### config.mk
export PLATFORM = sky130hd
export DESIGN_NAME = ufc_uart_core
export DESIGN_NICKNAME = d
export VERILOG_FILES = /design/src/hw/ufc_pkg.sv /design/src/hw/ufc_fifo_if.sv /design/src/hw/ufc_sync.sv /design/src/hw/ufc_fifo.sv /design/src/hw/ufc_uart_core.sv
export VERILOG_INCLUDE_DIRS = /design/src /design/src/hw
export SDC_FILE = /design/constraint.sdc
export NUM_CORES = 1
export LEC_CHECK = 0
export BUFFER_PORTS_ARGS = -buffer_cell sky130_fd_sc_hd__buf_2
export CAP_MARGIN = 15
export CORE_ASPECT_RATIO = 0.75
export CORE_MARGIN = 2
export CORE_UTILIZATION = 45
export CTS_CLUSTER_SIZE = 24
export DETAILED_ROUTE_END_ITERATION = 10
export PLACE_DENSITY = 0.65
export SLEW_MARGIN = 20
export SYNTH_ARGS = -nofsm -noshare
export SYNTH_HDL_FRONTEND = slang
export SYNTH_SLANG_ARGS = --single-unit
export TNS_END_PERCENT = 20
### constraint.sdc
create_clock -name clock -period 2.9 [get_ports clock]
set_input_delay 0.145 -clock clock [delete_from_list [all_inputs] [get_ports clock]]
set_output_delay 0.145 -clock clock [all_outputs]
set_load 0.02 [all_outputs]
### src/hw/ufc_params.svh
`ifndef UFC_PARAMS_SVH
`define UFC_PARAMS_SVH

// register addresses on the special-function register port
`define UFC_ADDR_SCS   8'hd2
`define UFC_ADDR_SBUF  8'hd3
`define UFC_ADDR_FMODE 8'he5

// serial_control_status bit positions
`define UFC_SCS_OVR    7
`define UFC_SCS_PERR   6
`define UFC_SCS_THRE   5
`define UFC_SCS_REN    4
`define UFC_SCS_TBX    3
`define UFC_SCS_RBX    2
`define UFC_SCS_TI     1
`define UFC_SCS_RI     0

// frame_mode bit positions
`define UFC_FM_MCE     7
`define UFC_FM_PT_HI   6
`define UFC_FM_PT_LO   5
`define UFC_FM_PE      4
`define UFC_FM_DL_HI   3
`define UFC_FM_DL_LO   2
`define UFC_FM_XBE     1
`define UFC_FM_SBL     0

// reset values
`define UFC_FMODE_RESET 8'h0c
`define UFC_SBUF_RESET  8'h00

// rate ticks per bit time, and receive fifo depth in bytes
`define UFC_OVS        16
`define UFC_RX_DEPTH   3

`endif

### src/hw/ufc_pkg.sv
package ufc_pkg;

	typedef enum logic [1:0] {
		UFC_PAR_ODD   = 2'h0,
		UFC_PAR_EVEN  = 2'h1,
		UFC_PAR_MARK  = 2'h2,
		UFC_PAR_SPACE = 2'h3
	} ufc_par_t;

	typedef enum {UFC_TX_IDLE, UFC_TX_START, UFC_TX_DATA, UFC_TX_EXTRA, UFC_TX_STOP} ufc_tx_state_t;
	typedef enum {UFC_RX_IDLE, UFC_RX_START, UFC_RX_DATA, UFC_RX_EXTRA, UFC_RX_STOP} ufc_rx_state_t;

	typedef struct packed {
		logic [7:0] data;
		logic       xbit;
		logic       bad_par;
	} ufc_rx_entry_t;

endpackage : ufc_pkg

### src/hw/ufc_fifo_if.sv
interface ufc_fifo_if #(parameter int W = 10, parameter int LW = 2);
	logic          push_valid;
	logic          push_ready;
	logic [W-1:0]  push_data;
	logic          pop_valid;
	logic          pop_ready;
	logic [W-1:0]  pop_data;
	logic [LW-1:0] level;

	modport fill  (output push_valid, push_data, pop_ready, input push_ready, pop_valid, pop_data, level);
	modport store (input push_valid, push_data, pop_ready, output push_ready, pop_valid, pop_data, level);
endinterface : ufc_fifo_if

### src/hw/ufc_sync.sv
module ufc_sync (
	// clock and reset
	input  wire logic clock,
	input  wire logic rst_b,
	// asynchronous level in, filtered level out
	input  wire logic d,
	output logic      q
);
	logic s1_q, s2_q, s3_q;

	// the level changes only once the second and third stages agree
	always_ff @(posedge clock or negedge rst_b) begin
		if (!rst_b) begin
			s1_q <= 1'b1;
			s2_q <= 1'b1;
			s3_q <= 1'b1;
			q    <= 1'b1;
		end else begin
			s1_q <= d;
			s2_q <= s1_q;
			s3_q <= s2_q;
			if (s2_q == s3_q) begin
				q <= s3_q;
			end
		end
	end
endmodule : ufc_sync

### src/hw/ufc_fifo.sv
module ufc_fifo #(
	parameter int W     = 10,
	parameter int DEPTH = 3
) (
	// clock and reset
	input  wire logic clock,
	input  wire logic rst_b,
	// both ports
	ufc_fifo_if.store f
);
	localparam int AW = (DEPTH > 1) ? $clog2(DEPTH) : 1;
	localparam int LW = $clog2(DEPTH + 1);

	if (DEPTH < 2 || W < 1) begin : g_chk
		$error("ufc_fifo: depth must be at least 2");
	end

	logic [W-1:0]  mem_q [DEPTH];
	logic [AW-1:0] wr_q;
	logic [AW-1:0] rd_q;
	logic [LW-1:0] lvl_q;
	logic          do_push;
	logic          do_pop;

	function automatic logic [AW-1:0] nxt(input logic [AW-1:0] p);
		nxt = (p == AW'(DEPTH - 1)) ? '0 : AW'(p + 1'b1);
	endfunction : nxt

	assign f.push_ready = (lvl_q != LW'(DEPTH));
	assign f.pop_valid  = (lvl_q != '0);
	assign f.pop_data   = mem_q[rd_q];
	assign f.level      = lvl_q;
	assign do_push      = f.push_valid && f.push_ready;
	assign do_pop       = f.pop_valid && f.pop_ready;

	always_ff @(posedge clock) begin
		if (do_push) begin
			mem_q[wr_q] <= f.push_data;
		end
	end

	always_ff @(posedge clock or negedge rst_b) begin
		if (!rst_b) begin
			wr_q  <= '0;
			rd_q  <= '0;
			lvl_q <= '0;
		end else begin
			if (do_push) begin
				wr_q <= nxt(wr_q);
			end
			if (do_pop) begin
				rd_q <= nxt(rd_q);
			end
			if (do_push && !do_pop) begin
				lvl_q <= LW'(lvl_q + 1'b1);
			end else if (do_pop && !do_push) begin
				lvl_q <= LW'(lvl_q - 1'b1);
			end
		end
	end
endmodule : ufc_fifo

### src/hw/ufc_uart_core.sv
`include "ufc_params.svh"

module ufc_uart_core
	import ufc_pkg::*;
#(
	parameter int OVS      = `UFC_OVS,
	parameter int RX_DEPTH = `UFC_RX_DEPTH
) (
	// clock and reset
	input  wire logic       clock,
	input  wire logic       rst_b,
	// special-function register port
	input  wire logic [7:0] sfr_addr,
	input  wire logic       sfr_wr,
	input  wire logic       sfr_rd,
	input  wire logic [7:0] sfr_wdata,
	output logic [7:0]      sfr_rdata,
	// bit-rate tick, OVS ticks per bit
	input  wire logic       rate_tick,
	// serial line
	input  wire logic       rx_pin,
	output logic            tx_pin,
	// interrupt request level to the interrupt controller
	output logic            port_event
);
	localparam int CW = $clog2(2 * OVS + 1);
	localparam int LW = $clog2(RX_DEPTH + 1);
	localparam logic [CW-1:0] BIT_LAST  = CW'(OVS - 1);
	localparam logic [CW-1:0] HALF_LAST = CW'(OVS / 2 - 1);

	if (OVS < 4 || (OVS % 2) != 0 || RX_DEPTH < 2) begin : g_chk
		$error("ufc_uart_core: OVS must be even and at least 4, depth at least 2");
	end

	// register state
	logic [7:0] fmode_q;
	logic       ovr_q;
	logic       perr_q;
	logic       ren_q;
	logic       tbx_q;
	logic       ti_q;
	logic       ri_q;
	logic [7:0] rdata_q;

	// mode fields
	logic       mce;
	logic       pe;
	logic       xbe;
	logic       sbl;
	logic [1:0] pt;
	logic [1:0] dl;
	logic       frame_x;
	logic       mce_eff;
	logic [3:0] nbits;

	// decode
	logic wr_scs;
	logic wr_fmode;
	logic wr_sbuf;
	logic rd_sbuf;

	// transmit side
	ufc_tx_state_t tx_st_q;
	logic [7:0]    hold_q;
	logic          hold_full_q;
	logic [7:0]    tx_sh_q;
	logic          tx_x_q;
	logic [CW-1:0] tx_cnt_q;
	logic [3:0]    tx_idx_q;
	logic          tx_q;
	logic          tx_load;
	logic          tx_bit_end;
	logic          tx_enter_stop;

	// receive side
	ufc_rx_state_t rx_st_q;
	logic          rx_lv;
	logic [7:0]    rx_sh_q;
	logic          rx_x_q;
	logic          rx_s1_q;
	logic          rx_stop2_q;
	logic [CW-1:0] rx_cnt_q;
	logic [3:0]    rx_idx_q;
	logic          rx_bit_end;
	logic          rx_long;
	logic          rx_fin;
	logic          rx_stops_ok;
	logic          rx_first_stop;
	logic          rx_keep;
	logic          ovr_set;
	logic          ri_set;
	logic          perr_set;
	ufc_rx_entry_t rx_new;
	ufc_rx_entry_t rx_head;

	ufc_fifo_if #(.W($bits(ufc_rx_entry_t)), .LW(LW)) rxf ();

	// parity bit of the low dl+5 data bits for the selected type
	function automatic logic par_bit(input logic [7:0] d, input logic [1:0] dlen, input logic [1:0] ptype);
		logic [7:0] m;
		logic       x;
		m = d & (8'hff >> (2'h3 - dlen));
		x = ^m;
		case (ptype)
			UFC_PAR_ODD:  par_bit = ~x;
			UFC_PAR_EVEN: par_bit = x;
			UFC_PAR_MARK: par_bit = 1'b1;
			default:      par_bit = 1'b0;
		endcase
	endfunction : par_bit

	// stop period in rate ticks
	function automatic logic [CW-1:0] stop_ticks(input logic long_sel, input logic [1:0] dlen);
		if (!long_sel) begin
			stop_ticks = CW'(OVS);
		end else if (dlen == 2'h0) begin
			stop_ticks = CW'(OVS + OVS / 2);
		end else begin
			stop_ticks = CW'(2 * OVS);
		end
	endfunction : stop_ticks

	assign mce     = fmode_q[`UFC_FM_MCE];
	assign pt      = fmode_q[`UFC_FM_PT_HI:`UFC_FM_PT_LO];
	assign pe      = fmode_q[`UFC_FM_PE];
	assign dl      = fmode_q[`UFC_FM_DL_HI:`UFC_FM_DL_LO];
	assign xbe     = fmode_q[`UFC_FM_XBE];
	assign sbl     = fmode_q[`UFC_FM_SBL];
	assign nbits   = 4'h5 + {2'h0, dl};
	assign frame_x = pe | xbe;
	assign mce_eff = mce & xbe & ~pe;

	assign wr_scs   = sfr_wr && (sfr_addr == `UFC_ADDR_SCS);
	assign wr_fmode = sfr_wr && (sfr_addr == `UFC_ADDR_FMODE);
	assign wr_sbuf  = sfr_wr && (sfr_addr == `UFC_ADDR_SBUF);
	assign rd_sbuf  = sfr_rd && (sfr_addr == `UFC_ADDR_SBUF);

	assign sfr_rdata  = rdata_q;
	assign tx_pin     = tx_q;
	assign port_event = ti_q | ri_q;

	// ---------------- transmit ----------------
	assign tx_load       = (tx_st_q == UFC_TX_IDLE) && hold_full_q;
	assign tx_bit_end    = rate_tick && (tx_cnt_q == BIT_LAST);
	assign tx_enter_stop = tx_bit_end && (((tx_st_q == UFC_TX_DATA) && (tx_idx_q == nbits - 4'h1) && !frame_x)
		|| (tx_st_q == UFC_TX_EXTRA));

	// holding register; a write beside a load keeps the new byte held
	always_ff @(posedge clock or negedge rst_b) begin
		if (!rst_b) begin
			hold_q      <= `UFC_SBUF_RESET;
			hold_full_q <= 1'b0;
		end else if (wr_sbuf) begin
			hold_q      <= sfr_wdata;
			hold_full_q <= 1'b1;
		end else if (tx_load) begin
			hold_full_q <= 1'b0;
		end
	end

	always_ff @(posedge clock or negedge rst_b) begin
		if (!rst_b) begin
			tx_st_q  <= UFC_TX_IDLE;
			tx_sh_q  <= 8'h00;
			tx_x_q   <= 1'b0;
			tx_cnt_q <= '0;
			tx_idx_q <= 4'h0;
			tx_q     <= 1'b1;
		end else begin
			case (tx_st_q)
				UFC_TX_IDLE: begin
					if (tx_load) begin
						tx_sh_q  <= hold_q;
						tx_x_q   <= pe ? par_bit(hold_q, dl, pt) : tbx_q;
						tx_cnt_q <= '0;
						tx_q     <= 1'b0;
						tx_st_q  <= UFC_TX_START;
					end
				end
				UFC_TX_START: begin
					if (rate_tick) begin
						tx_cnt_q <= CW'(tx_cnt_q + 1'b1);
					end
					if (tx_bit_end) begin
						tx_cnt_q <= '0;
						tx_idx_q <= 4'h0;
						tx_q     <= tx_sh_q[0];
						tx_st_q  <= UFC_TX_DATA;
					end
				end
				UFC_TX_DATA: begin
					if (rate_tick) begin
						tx_cnt_q <= CW'(tx_cnt_q + 1'b1);
					end
					if (tx_bit_end) begin
						tx_cnt_q <= '0;
						if (tx_idx_q == nbits - 4'h1) begin
							if (frame_x) begin
								tx_q    <= tx_x_q;
								tx_st_q <= UFC_TX_EXTRA;
							end else begin
								tx_q    <= 1'b1;
								tx_st_q <= UFC_TX_STOP;
							end
						end else begin
							tx_idx_q <= tx_idx_q + 4'h1;
							tx_sh_q  <= tx_sh_q >> 1;
							tx_q     <= tx_sh_q[1];
						end
					end
				end
				UFC_TX_EXTRA: begin
					if (rate_tick) begin
						tx_cnt_q <= CW'(tx_cnt_q + 1'b1);
					end
					if (tx_bit_end) begin
						tx_cnt_q <= '0;
						tx_q     <= 1'b1;
						tx_st_q  <= UFC_TX_STOP;
					end
				end
				UFC_TX_STOP: begin
					if (rate_tick) begin
						if (tx_cnt_q == CW'(stop_ticks(sbl, dl) - 1'b1)) begin
							tx_cnt_q <= '0;
							tx_st_q  <= UFC_TX_IDLE;
						end else begin
							tx_cnt_q <= CW'(tx_cnt_q + 1'b1);
						end
					end
				end
				default: begin
					tx_q    <= 1'b1;
					tx_st_q <= UFC_TX_IDLE;
				end
			endcase
		end
	end

	// ---------------- receive ----------------
	ufc_sync u_rx_sync (
		.clock (clock),
		.rst_b (rst_b),
		.d     (rx_pin),
		.q     (rx_lv)
	);

	assign rx_bit_end    = rate_tick && (rx_cnt_q == BIT_LAST);
	assign rx_long       = sbl && (dl != 2'h0);
	assign rx_fin        = rx_bit_end && (rx_st_q == UFC_RX_STOP) && (rx_stop2_q || !rx_long);
	assign rx_first_stop = rx_stop2_q ? rx_s1_q : rx_lv;
	assign rx_stops_ok   = rx_lv && rx_first_stop;
	assign rx_new        = '{data: rx_sh_q,
		xbit: (xbe ? rx_x_q : rx_first_stop),
		bad_par: (pe && (rx_x_q != par_bit(rx_sh_q, dl, pt)))};
	assign rx_keep       = rx_fin && rx_stops_ok && !(mce_eff && !rx_x_q);
	assign rxf.push_valid = rx_keep;
	assign rxf.push_data  = rx_new;
	assign rxf.pop_ready  = rd_sbuf;
	assign rx_head        = rxf.pop_data;
	assign ovr_set  = rx_keep && !rxf.push_ready;
	assign ri_set   = rx_keep && rxf.push_ready;
	assign perr_set = pe && rxf.pop_valid && rx_head.bad_par;

	always_ff @(posedge clock or negedge rst_b) begin
		if (!rst_b) begin
			rx_st_q    <= UFC_RX_IDLE;
			rx_sh_q    <= 8'h00;
			rx_x_q     <= 1'b0;
			rx_s1_q    <= 1'b0;
			rx_stop2_q <= 1'b0;
			rx_cnt_q   <= '0;
			rx_idx_q   <= 4'h0;
		end else begin
			case (rx_st_q)
				UFC_RX_IDLE: begin
					if (ren_q && !rx_lv) begin
						rx_cnt_q <= '0;
						rx_st_q  <= UFC_RX_START;
					end
				end
				UFC_RX_START: begin
					if (rate_tick) begin
						rx_cnt_q <= CW'(rx_cnt_q + 1'b1);
						if (rx_cnt_q == HALF_LAST) begin
							rx_cnt_q <= '0;
							rx_idx_q <= 4'h0;
							rx_sh_q  <= 8'h00;
							rx_st_q  <= rx_lv ? UFC_RX_IDLE : UFC_RX_DATA;
						end
					end
				end
				UFC_RX_DATA: begin
					if (rate_tick) begin
						rx_cnt_q <= CW'(rx_cnt_q + 1'b1);
					end
					if (rx_bit_end) begin
						rx_cnt_q           <= '0;
						rx_sh_q[rx_idx_q[2:0]] <= rx_lv;
						rx_stop2_q         <= 1'b0;
						if (rx_idx_q == nbits - 4'h1) begin
							rx_st_q <= frame_x ? UFC_RX_EXTRA : UFC_RX_STOP;
						end else begin
							rx_idx_q <= rx_idx_q + 4'h1;
						end
					end
				end
				UFC_RX_EXTRA: begin
					if (rate_tick) begin
						rx_cnt_q <= CW'(rx_cnt_q + 1'b1);
					end
					if (rx_bit_end) begin
						rx_cnt_q <= '0;
						rx_x_q   <= rx_lv;
						rx_st_q  <= UFC_RX_STOP;
					end
				end
				UFC_RX_STOP: begin
					if (rate_tick) begin
						rx_cnt_q <= CW'(rx_cnt_q + 1'b1);
					end
					if (rx_bit_end) begin
						rx_cnt_q <= '0;
						if (rx_fin) begin
							rx_st_q <= UFC_RX_IDLE;
						end else begin
							rx_s1_q    <= rx_lv;
							rx_stop2_q <= 1'b1;
						end
					end
				end
				default: begin
					rx_st_q <= UFC_RX_IDLE;
				end
			endcase
		end
	end

	ufc_fifo #(
		.W     ($bits(ufc_rx_entry_t)),
		.DEPTH (RX_DEPTH)
	) u_rx_fifo (
		.clock (clock),
		.rst_b (rst_b),
		.f     (rxf)
	);

	// ---------------- registers ----------------
	always_ff @(posedge clock or negedge rst_b) begin
		if (!rst_b) begin
			fmode_q <= `UFC_FMODE_RESET;
		end else if (wr_fmode) begin
			fmode_q <= sfr_wdata;
		end
	end

	always_ff @(posedge clock or negedge rst_b) begin
		if (!rst_b) begin
			ren_q <= 1'b0;
			tbx_q <= 1'b0;
		end else if (wr_scs) begin
			ren_q <= sfr_wdata[`UFC_SCS_REN];
			tbx_q <= sfr_wdata[`UFC_SCS_TBX];
		end
	end

	// sticky flags: a hardware set wins over a software write
	always_ff @(posedge clock or negedge rst_b) begin
		if (!rst_b) begin
			ovr_q  <= 1'b0;
			perr_q <= 1'b0;
			ti_q   <= 1'b0;
		end else begin
			ovr_q  <= ovr_set | (wr_scs ? sfr_wdata[`UFC_SCS_OVR] : ovr_q);
			perr_q <= perr_set | (wr_scs ? sfr_wdata[`UFC_SCS_PERR] : perr_q);
			ti_q   <= tx_enter_stop | (wr_scs ? sfr_wdata[`UFC_SCS_TI] : ti_q);
		end
	end

	always_ff @(posedge clock or negedge rst_b) begin
		if (!rst_b) begin
			ri_q <= 1'b0;
		end else if (ri_set) begin
			ri_q <= 1'b1;
		end else if (wr_scs && sfr_wdata[`UFC_SCS_RI]) begin
			ri_q <= 1'b1;
		end else if (wr_scs && (rxf.level <= LW'(1))) begin
			ri_q <= 1'b0;
		end
	end

	// read data is registered: it appears the cycle after the read strobe
	always_ff @(posedge clock or negedge rst_b) begin
		if (!rst_b) begin
			rdata_q <= 8'h00;
		end else if (sfr_rd) begin
			case (sfr_addr)
				`UFC_ADDR_SCS:   rdata_q <= {ovr_q, perr_q, ~hold_full_q, ren_q, tbx_q,
					rx_head.xbit & rxf.pop_valid & ~pe, ti_q, ri_q};
				`UFC_ADDR_FMODE: rdata_q <= fmode_q;
				`UFC_ADDR_SBUF:  rdata_q <= rxf.pop_valid ? rx_head.data : 8'h00;
				default:         rdata_q <= 8'h00;
			endcase
		end
	end
endmodule : ufc_uart_core

==> run_results.csv, run 1 <==
group,metric,value,unit
sta,fin_skew,0.00844,ns
sta,rsz0062_at_grt,"no",
sta,setup_ws,0.280,ns
cts,cts.sinks,118,
sta,hold_viol_final,0,
cts,root_buffer,"clkbuf_16",
sta,worst_slew_pin_slew,0.693,ns
synthesis,synth_area_leaders,"dfrtp_1 33%, edfxtp_1 15%, mux2_2 5.0%",
run_status,status,"finished, final reports clean",
cts,post-cts-setup-buffers,0,
placement,pre_cts_ws,0.271,ns
finish,area.sequential,0.00311,sq mm
synthesis,ys_seq_area_share,51.0,%
critical_path,reg2reg_depth,5,
critical_path,crit_path_end_kind,"flop",
sta,setup_tns,0,ns
sta,slew_headroom,53.6,%
die,die_area,0.0145,sq mm
sta,timing.hold.ws,0.0133,ns
placement,gp_congestion,0.841,
synthesis,syn_nets,596,
flow_run,cap_viol_max_count,0,
grt,grt-ovfl-total,0,
critical_path,timing.rr.start,"rx_cnt_q[0]",
sta,setup_viol,0,
route,drt_wl_total,14.0,mm
sta,drv_slew,0,
min_path,min_to,"ti_q",
die,core_area,0.0131,sq mm
cts,clk_latency,0.42,ns
critical_path,crit_fanout,11,
route,drc,0,
grt,grt_pass1_vias,4449,
min_path,min_from,"sfr_wdata[1]",
synthesis,postSynthCellCount,566,
critical_path,cpPeakStageDelay,0.60,ns
sta,post-route-period-util,90.4,%
pwr,p_leak,2.95,nW
route,via_per_inst,5.74,
sta,timing.fmax,382,MHz
die,rows,36,
route,routed-via-count,4504,
cts,clkTransAtPathRegs,0.05,ns
die,start_util,46.5,%
min_path,worstHoldPathCells,3,
synthesis,synthArstFlopShare,74.6,%
min_path,hp-class,"in -> reg",
die,die_h,105,microns
critical_path,path_cells,"ha_1 -> and4b_1 -> and3_1 -> or4b_1 -> nor3b_4",
finish,fin_cells,785,
finish,area.growth.synth_to_final,15.5,%
finish,layout-drive-gt1-share,17.9,%
finish,nFillCells,1134,
critical_path,required,2.95,ns
cts,clockBufferDepth,2,
grt,grt_usage,20.3,%
critical_path,rrSetupSlack,0.28,ns
critical_path,r2r-end,"u_rx_fifo.mem_q[1][4]",
pwr,peakVddDrop,0.443,mV
pwr,power,4.97,mW
placement,placed_cells,745,
route,antenna_left,0,
synthesis,synth_cell_types,71,
finish,fin_nets,631,
synthesis,syn_avg_cell_area,10.8,sq um
cts,cts_tree,"done",
grt,grt_pass1_wl,23.5,mm
die,chipWidth,138,microns
critical_path,worst-endpoint-arrival,2.67,ns
synthesis,ys.flop_type,"dfrtp_1",
cts,cts_resized,0,
placement,hpwl,9.84,mm
critical_path,crit_path_start_kind,"flop",
cts,cts_inserted_buffers,17,
grt,grt_max_degree,46,
die,ioPinCount,32,
critical_path,critical_path_class,"reg -> reg",
route,drt_pre_antenna_iters,5,
critical_path,cp_slowest_cell,"or4b_1",
finish,final_cell_area,0.00705,sq mm
route,drt-wirelength-per-cell,17.8,microns
finish,antennaDiodeCount,0,
synthesis,syn_area,0.00610,sq mm
synthesis,yosysWarnings,0,
grt,antenna_found_initial,0,
sta,period_minus_slack,2.62,ns
finish,utilization,53.8,%
finish,multiInputGateArea,0.00278,sq mm
route,drtIter0Drc,296,
placement,port_buffers,31,
synthesis,synth_top_area_cell,"dfrtp_1",
pwr,power-per-cell-area,705,mW/mm^2
synthesis,yosys_register_bits,118,
synthesis,synth-edff-count,30,
synthesis,synth.top_cell.area_share,33.2,%
cts,htreeDepth,4,
placement,placed_area,0.00639,sq mm
layout by cell type (no fill, tap or decap), types with 18 or more instances in the layout:
| cell type | count |
|---|---|
| nand2_1 | 47 |
| mux2i_1 | 18 |
| edfxtp_1 | 30 |
| clkbuf_16 | 19 |
| mux2_2 | 27 |
| inv_1 | 22 |
| dfrtp_1 | 81 |
| buf_2 | 30 |
| nor2_1 | 24 |
| o21ai_0 | 47 |
power breakdown:
| group | total (mW) | internal (mW) | switching, mW |
|---|---|---|---|
| logic | 0.855 | 0.386 | 0.469 |
| registers | 2.09 | 1.85 | 0.235 |
| clock network | 2.03 | 1.31 | 0.721 |
| total | 4.97 | 3.54 | 1.43 |
critical path: cells and delay by family (launching register included):
kind,cells,cell delay (ns)
adder cells (fa/ha/maj),1,0.24
flip-flops,1,0.39
AND/OR/NAND/NOR,4,1.62
Yosys cell counts (all sizes together), types with 6 or more instances:
library cell  instances
nor2                 24
nand3                16
or2                   9
a22o                 12
nand2b               12
a21oi                16
xnor2                14
or3                   6
inv                  22
o21ai                50
ha                    8
clkbuf               18
nor3                  6
buf                  11
nor2b                 8
o211ai                9
dfrtp                81
nand2                47
dfstp                 7
a22oi                 7
mux2                 35
a31oi                12
edfxtp               30
mux2i                18
o22ai                10
nor3b                 6
repair_timing:
action / CTS / global route
endpoints found under the hold margin: 51 / 0
hold buffers: 8 / 0
setup endpoints to repair: 0 / 0
state kept, by name, summed over array words and instances, names as in the netlist, 6 cells and up:
register,flops
tx_sh_q,8
fmode_q,8
u_rx_fifo.mem_q,30
tx_cnt_q,6
sfr_rdata,8
rx_cnt_q,6
hold_q,8
rx_sh_q,8
cell type report:
cell class | instances | area share (%)
multi-input cells | 397 | 39.4
inverters | 22 | 1.17
clock buffers | 30 | 8.04
flip-flops and latches | 118 | 44.2
repair buffers | 45 | 4.01
well taps | 171 | 3.04
clock inverters | 2 | 0.142
how the worst max path moves through the flow:
stage	from	endpoint	slack [ns]	cells past startpoint
after floorplan	u_rx_sync.q	u_rx_fifo.mem_q[2][0]	0.12	5
after global placement	rx_cnt_q[0]	u_rx_fifo.mem_q[1][4]	0.38	5
after detailed placement	rx_cnt_q[0]	u_rx_fifo.mem_q[1][4]	0.27	5
after CTS	rx_cnt_q[0]	u_rx_fifo.mem_q[1][4]	0.26	5
after global routing	rx_cnt_q[0]	u_rx_fifo.mem_q[1][6]	0.1	5
final	rx_cnt_q[0]	u_rx_fifo.mem_q[1][4]	0.28	5
cells by family after synthesis:
kind of cell	count (synthesis)	synth area share [%]
AO/OA/AOI/OAI	152	16.4
flip-flops	118	51.0
AND/OR/NAND/NOR	163	14.6
XOR/XNOR	20	3.32
multiplexers	53	9.42
adder cells (fa/ha/maj)	9	1.81
buffers and inverters	51	3.43
per-layer routing:
layer	global-route usage [%]	vias up	part of all wire, %
met5	0	-	0
met4	7.07	0	1.4
met3	5.00	16	4.7
met2	28.7	118	43
met1	30.4	2197	51
li1	-	2173	-
Note: power is estimated with default switching activity, not from simulation.
==> run 2, diff against run 1 <==
- REMOVE_ABC_BUFFERS: unset -> 1
==> run_results.csv, run 2 (same netlist as run 1, synthesis figures left out) <==
group,metric,value,unit
pwr,power,5.03,mW
die,ioPinCount,32,
grt,grt_pass1_vias,4415,
cts,clk_latency,0.41,ns
cts,post-cts-setup-buffers,0,
route,via_per_inst,5.78,
placement,gp_congestion,0.895,
finish,max_flop_register,"u_rx_fifo.mem_q",
flow_run,cap_viol_max_count,0,
cts,cts_inserted_buffers,17,
route,drc,0,
grt,top_usage_layer,"met2",
die,die_area,0.0145,sq mm
placement,hpwl,9.33,mm
finish,nFillCells,1114,
die,core_area,0.0131,sq mm
route,drtIter0Drc,283,
cts,cts.sinks,118,
sta,drv_slew,0,
finish,largest_register_ffs,30,
finish,area.growth.synth_to_final,15.7,%
grt,antenna_found_initial,0,
cts,root_buffer,"clkbuf_16",
cts,clockBufferDepth,2,
critical_path,crit_path_end_kind,"flop",
finish,layout-drive-gt1-share,18.6,%
pwr,peakVddDrop,0.546,mV
route,antenna_left,0,
pwr,p_leak,2.95,nW
route,routed-via-count,4539,
grt,grt_usage,20.0,%
route,drt_pre_antenna_iters,5,
sta,period_minus_slack,2.62,ns
critical_path,worstPathBufferInverterCount,0,
grt,grt_use_met2,29.6,%
route,drt-wirelength-per-cell,17.6,microns
critical_path,cpPeakStageDelay,0.61,ns
critical_path,crit_path_start_kind,"flop",
critical_path,cp_slowest_cell,"or4b_1",
critical_path,crit_fanout,11,
die,rows,36,
sta,setup_ws,0.282,ns
finish,antennaDiodeCount,0,
sta,post-route-period-util,90.3,%
cts,cts_tree,"done",
finish,final_cell_mix,"81 x dfrtp_1, 47 x nand2_1, 47 x o21ai_0, 30 x buf_2, 30 x edfxtp_1",
sta,hold_viol_final,0,
sta,rsz0062_at_grt,"no",
grt,use_met3,4.72,%
route,drt_wl_total,13.8,mm
die,chipWidth,138,microns
finish,area.sequential,0.00311,sq mm
critical_path,critical_path_class,"reg -> reg",
cts,clkTransAtPathRegs,0.05,ns
min_path,hp-class,"in -> reg",
pwr,power-per-cell-area,713,mW/mm^2
critical_path,cpLargestDelayFamily,"simple AND/OR/NAND/NOR gates",
grt,grt_pass1_wl,23.0,mm
sta,timing.fmax,382,MHz
die,start_util,46.5,%
sta,worst_slew_pin_slew,0.769,ns
die,die_h,105,microns
run_status,status,"finished, final reports clean",
critical_path,rrSetupSlack,0.28,ns
sta,slew_headroom,48.7,%
sta,setup_viol,0,
placement,port_buffers,31,
sta,fin_skew,0.00764,ns
grt,grt_max_degree,85,
finish,fin_nets,631,
grt,use_met1,29.3,%
critical_path,path_cells,"ha_1 -> and4b_1 -> and3_1 -> or4b_1 -> nor3b_4",
placement,pre_cts_ws,0.276,ns
finish,multiInputGateArea,0.00278,sq mm
critical_path,required,2.94,ns
critical_path,worst-endpoint-arrival,2.66,ns
grt,grt-ovfl-total,0,
cts,htreeDepth,4,
finish,final_common_cell,"dfrtp_1",
sta,setup_tns,0,ns
## run 2: changes by cell type in the layout (fill, tap and decap cells not counted), sizes merged
cell,delta
buf,+2
clkinv,+2
dlygate4sd3,-2
clkbuf,-6
bufinv,+2
clkinvlp,+2
## run 2: path summary, 6_finish.rpt
path                                      from                    end  cells past startpoint
worst max-delay path               rx_cnt_q[0]  u_rx_fifo.mem_q[1][7]                      5
worst min-delay path              sfr_wdata[6]                 perr_q                      3
worst max register to register     rx_cnt_q[0]  u_rx_fifo.mem_q[1][7]                      5
worst min register to register  u_rx_sync.s1_q         u_rx_sync.s2_q                      0
max in group asynchronous                rst_b            u_rx_sync.q                      3
min in group asynchronous                rst_b             tx_sh_q[3]                      2
## run 2: worst reg2reg max path, cell delays in order (launching register included)
cell and delay, ns:
dfrtp_1 0.38, ha_1 0.23, and4b_1 0.26, and3_1 0.21
or4b_1 0.61, nor3b_4 0.55
## run 2: cell type report
type / instances / share of cell area [%]
inverters: 22 / 1.17
well taps: 171 / 3.03
flip-flops and latches: 118 / 44.1
multi-input cells: 397 / 39.4
clock buffers: 24 / 6.99
clock inverters: 8 / 1.35
repair buffers: 45 / 3.99
## run 2: report_power, final
group | total (mW) | switching, mW | internal (mW)
clock | 2.09 | 0.738 | 1.36
combinational | 0.860 | 0.474 | 0.386
sequential | 2.08 | 0.230 | 1.85
## run 2: timing repair
item | 4_1_cts | 5_1_grt
hold endpoints to repair | 87 | 0
hold buffers | 6 | 0
resized for setup | 0 | 0
## run 2: layer usage
| layer | vias up | wire length (microns) |
|---|---|---|
| met2 | 136 | 6050 |
| li1 | 2177 | - |
| met3 | 10 | 711 |
| met1 | 2216 | 6940 |
| met4 | 0 | 115 |
| met5 | - | 0 |
## run 2: through the flow
step	hold slack (ns)	cell area, sq um	instances	utilization (%)
3_3_place_gp	0.252	6400	747	48.9
5_1_grt	0.0132	7060	785	53.8
6_report	0.0183	7060	785	53.8
3_5_place_dp	0.255	6400	747	48.9
4_1_cts	0.00275	7050	785	53.8
2_1_floorplan	-0.151	5970	537	-
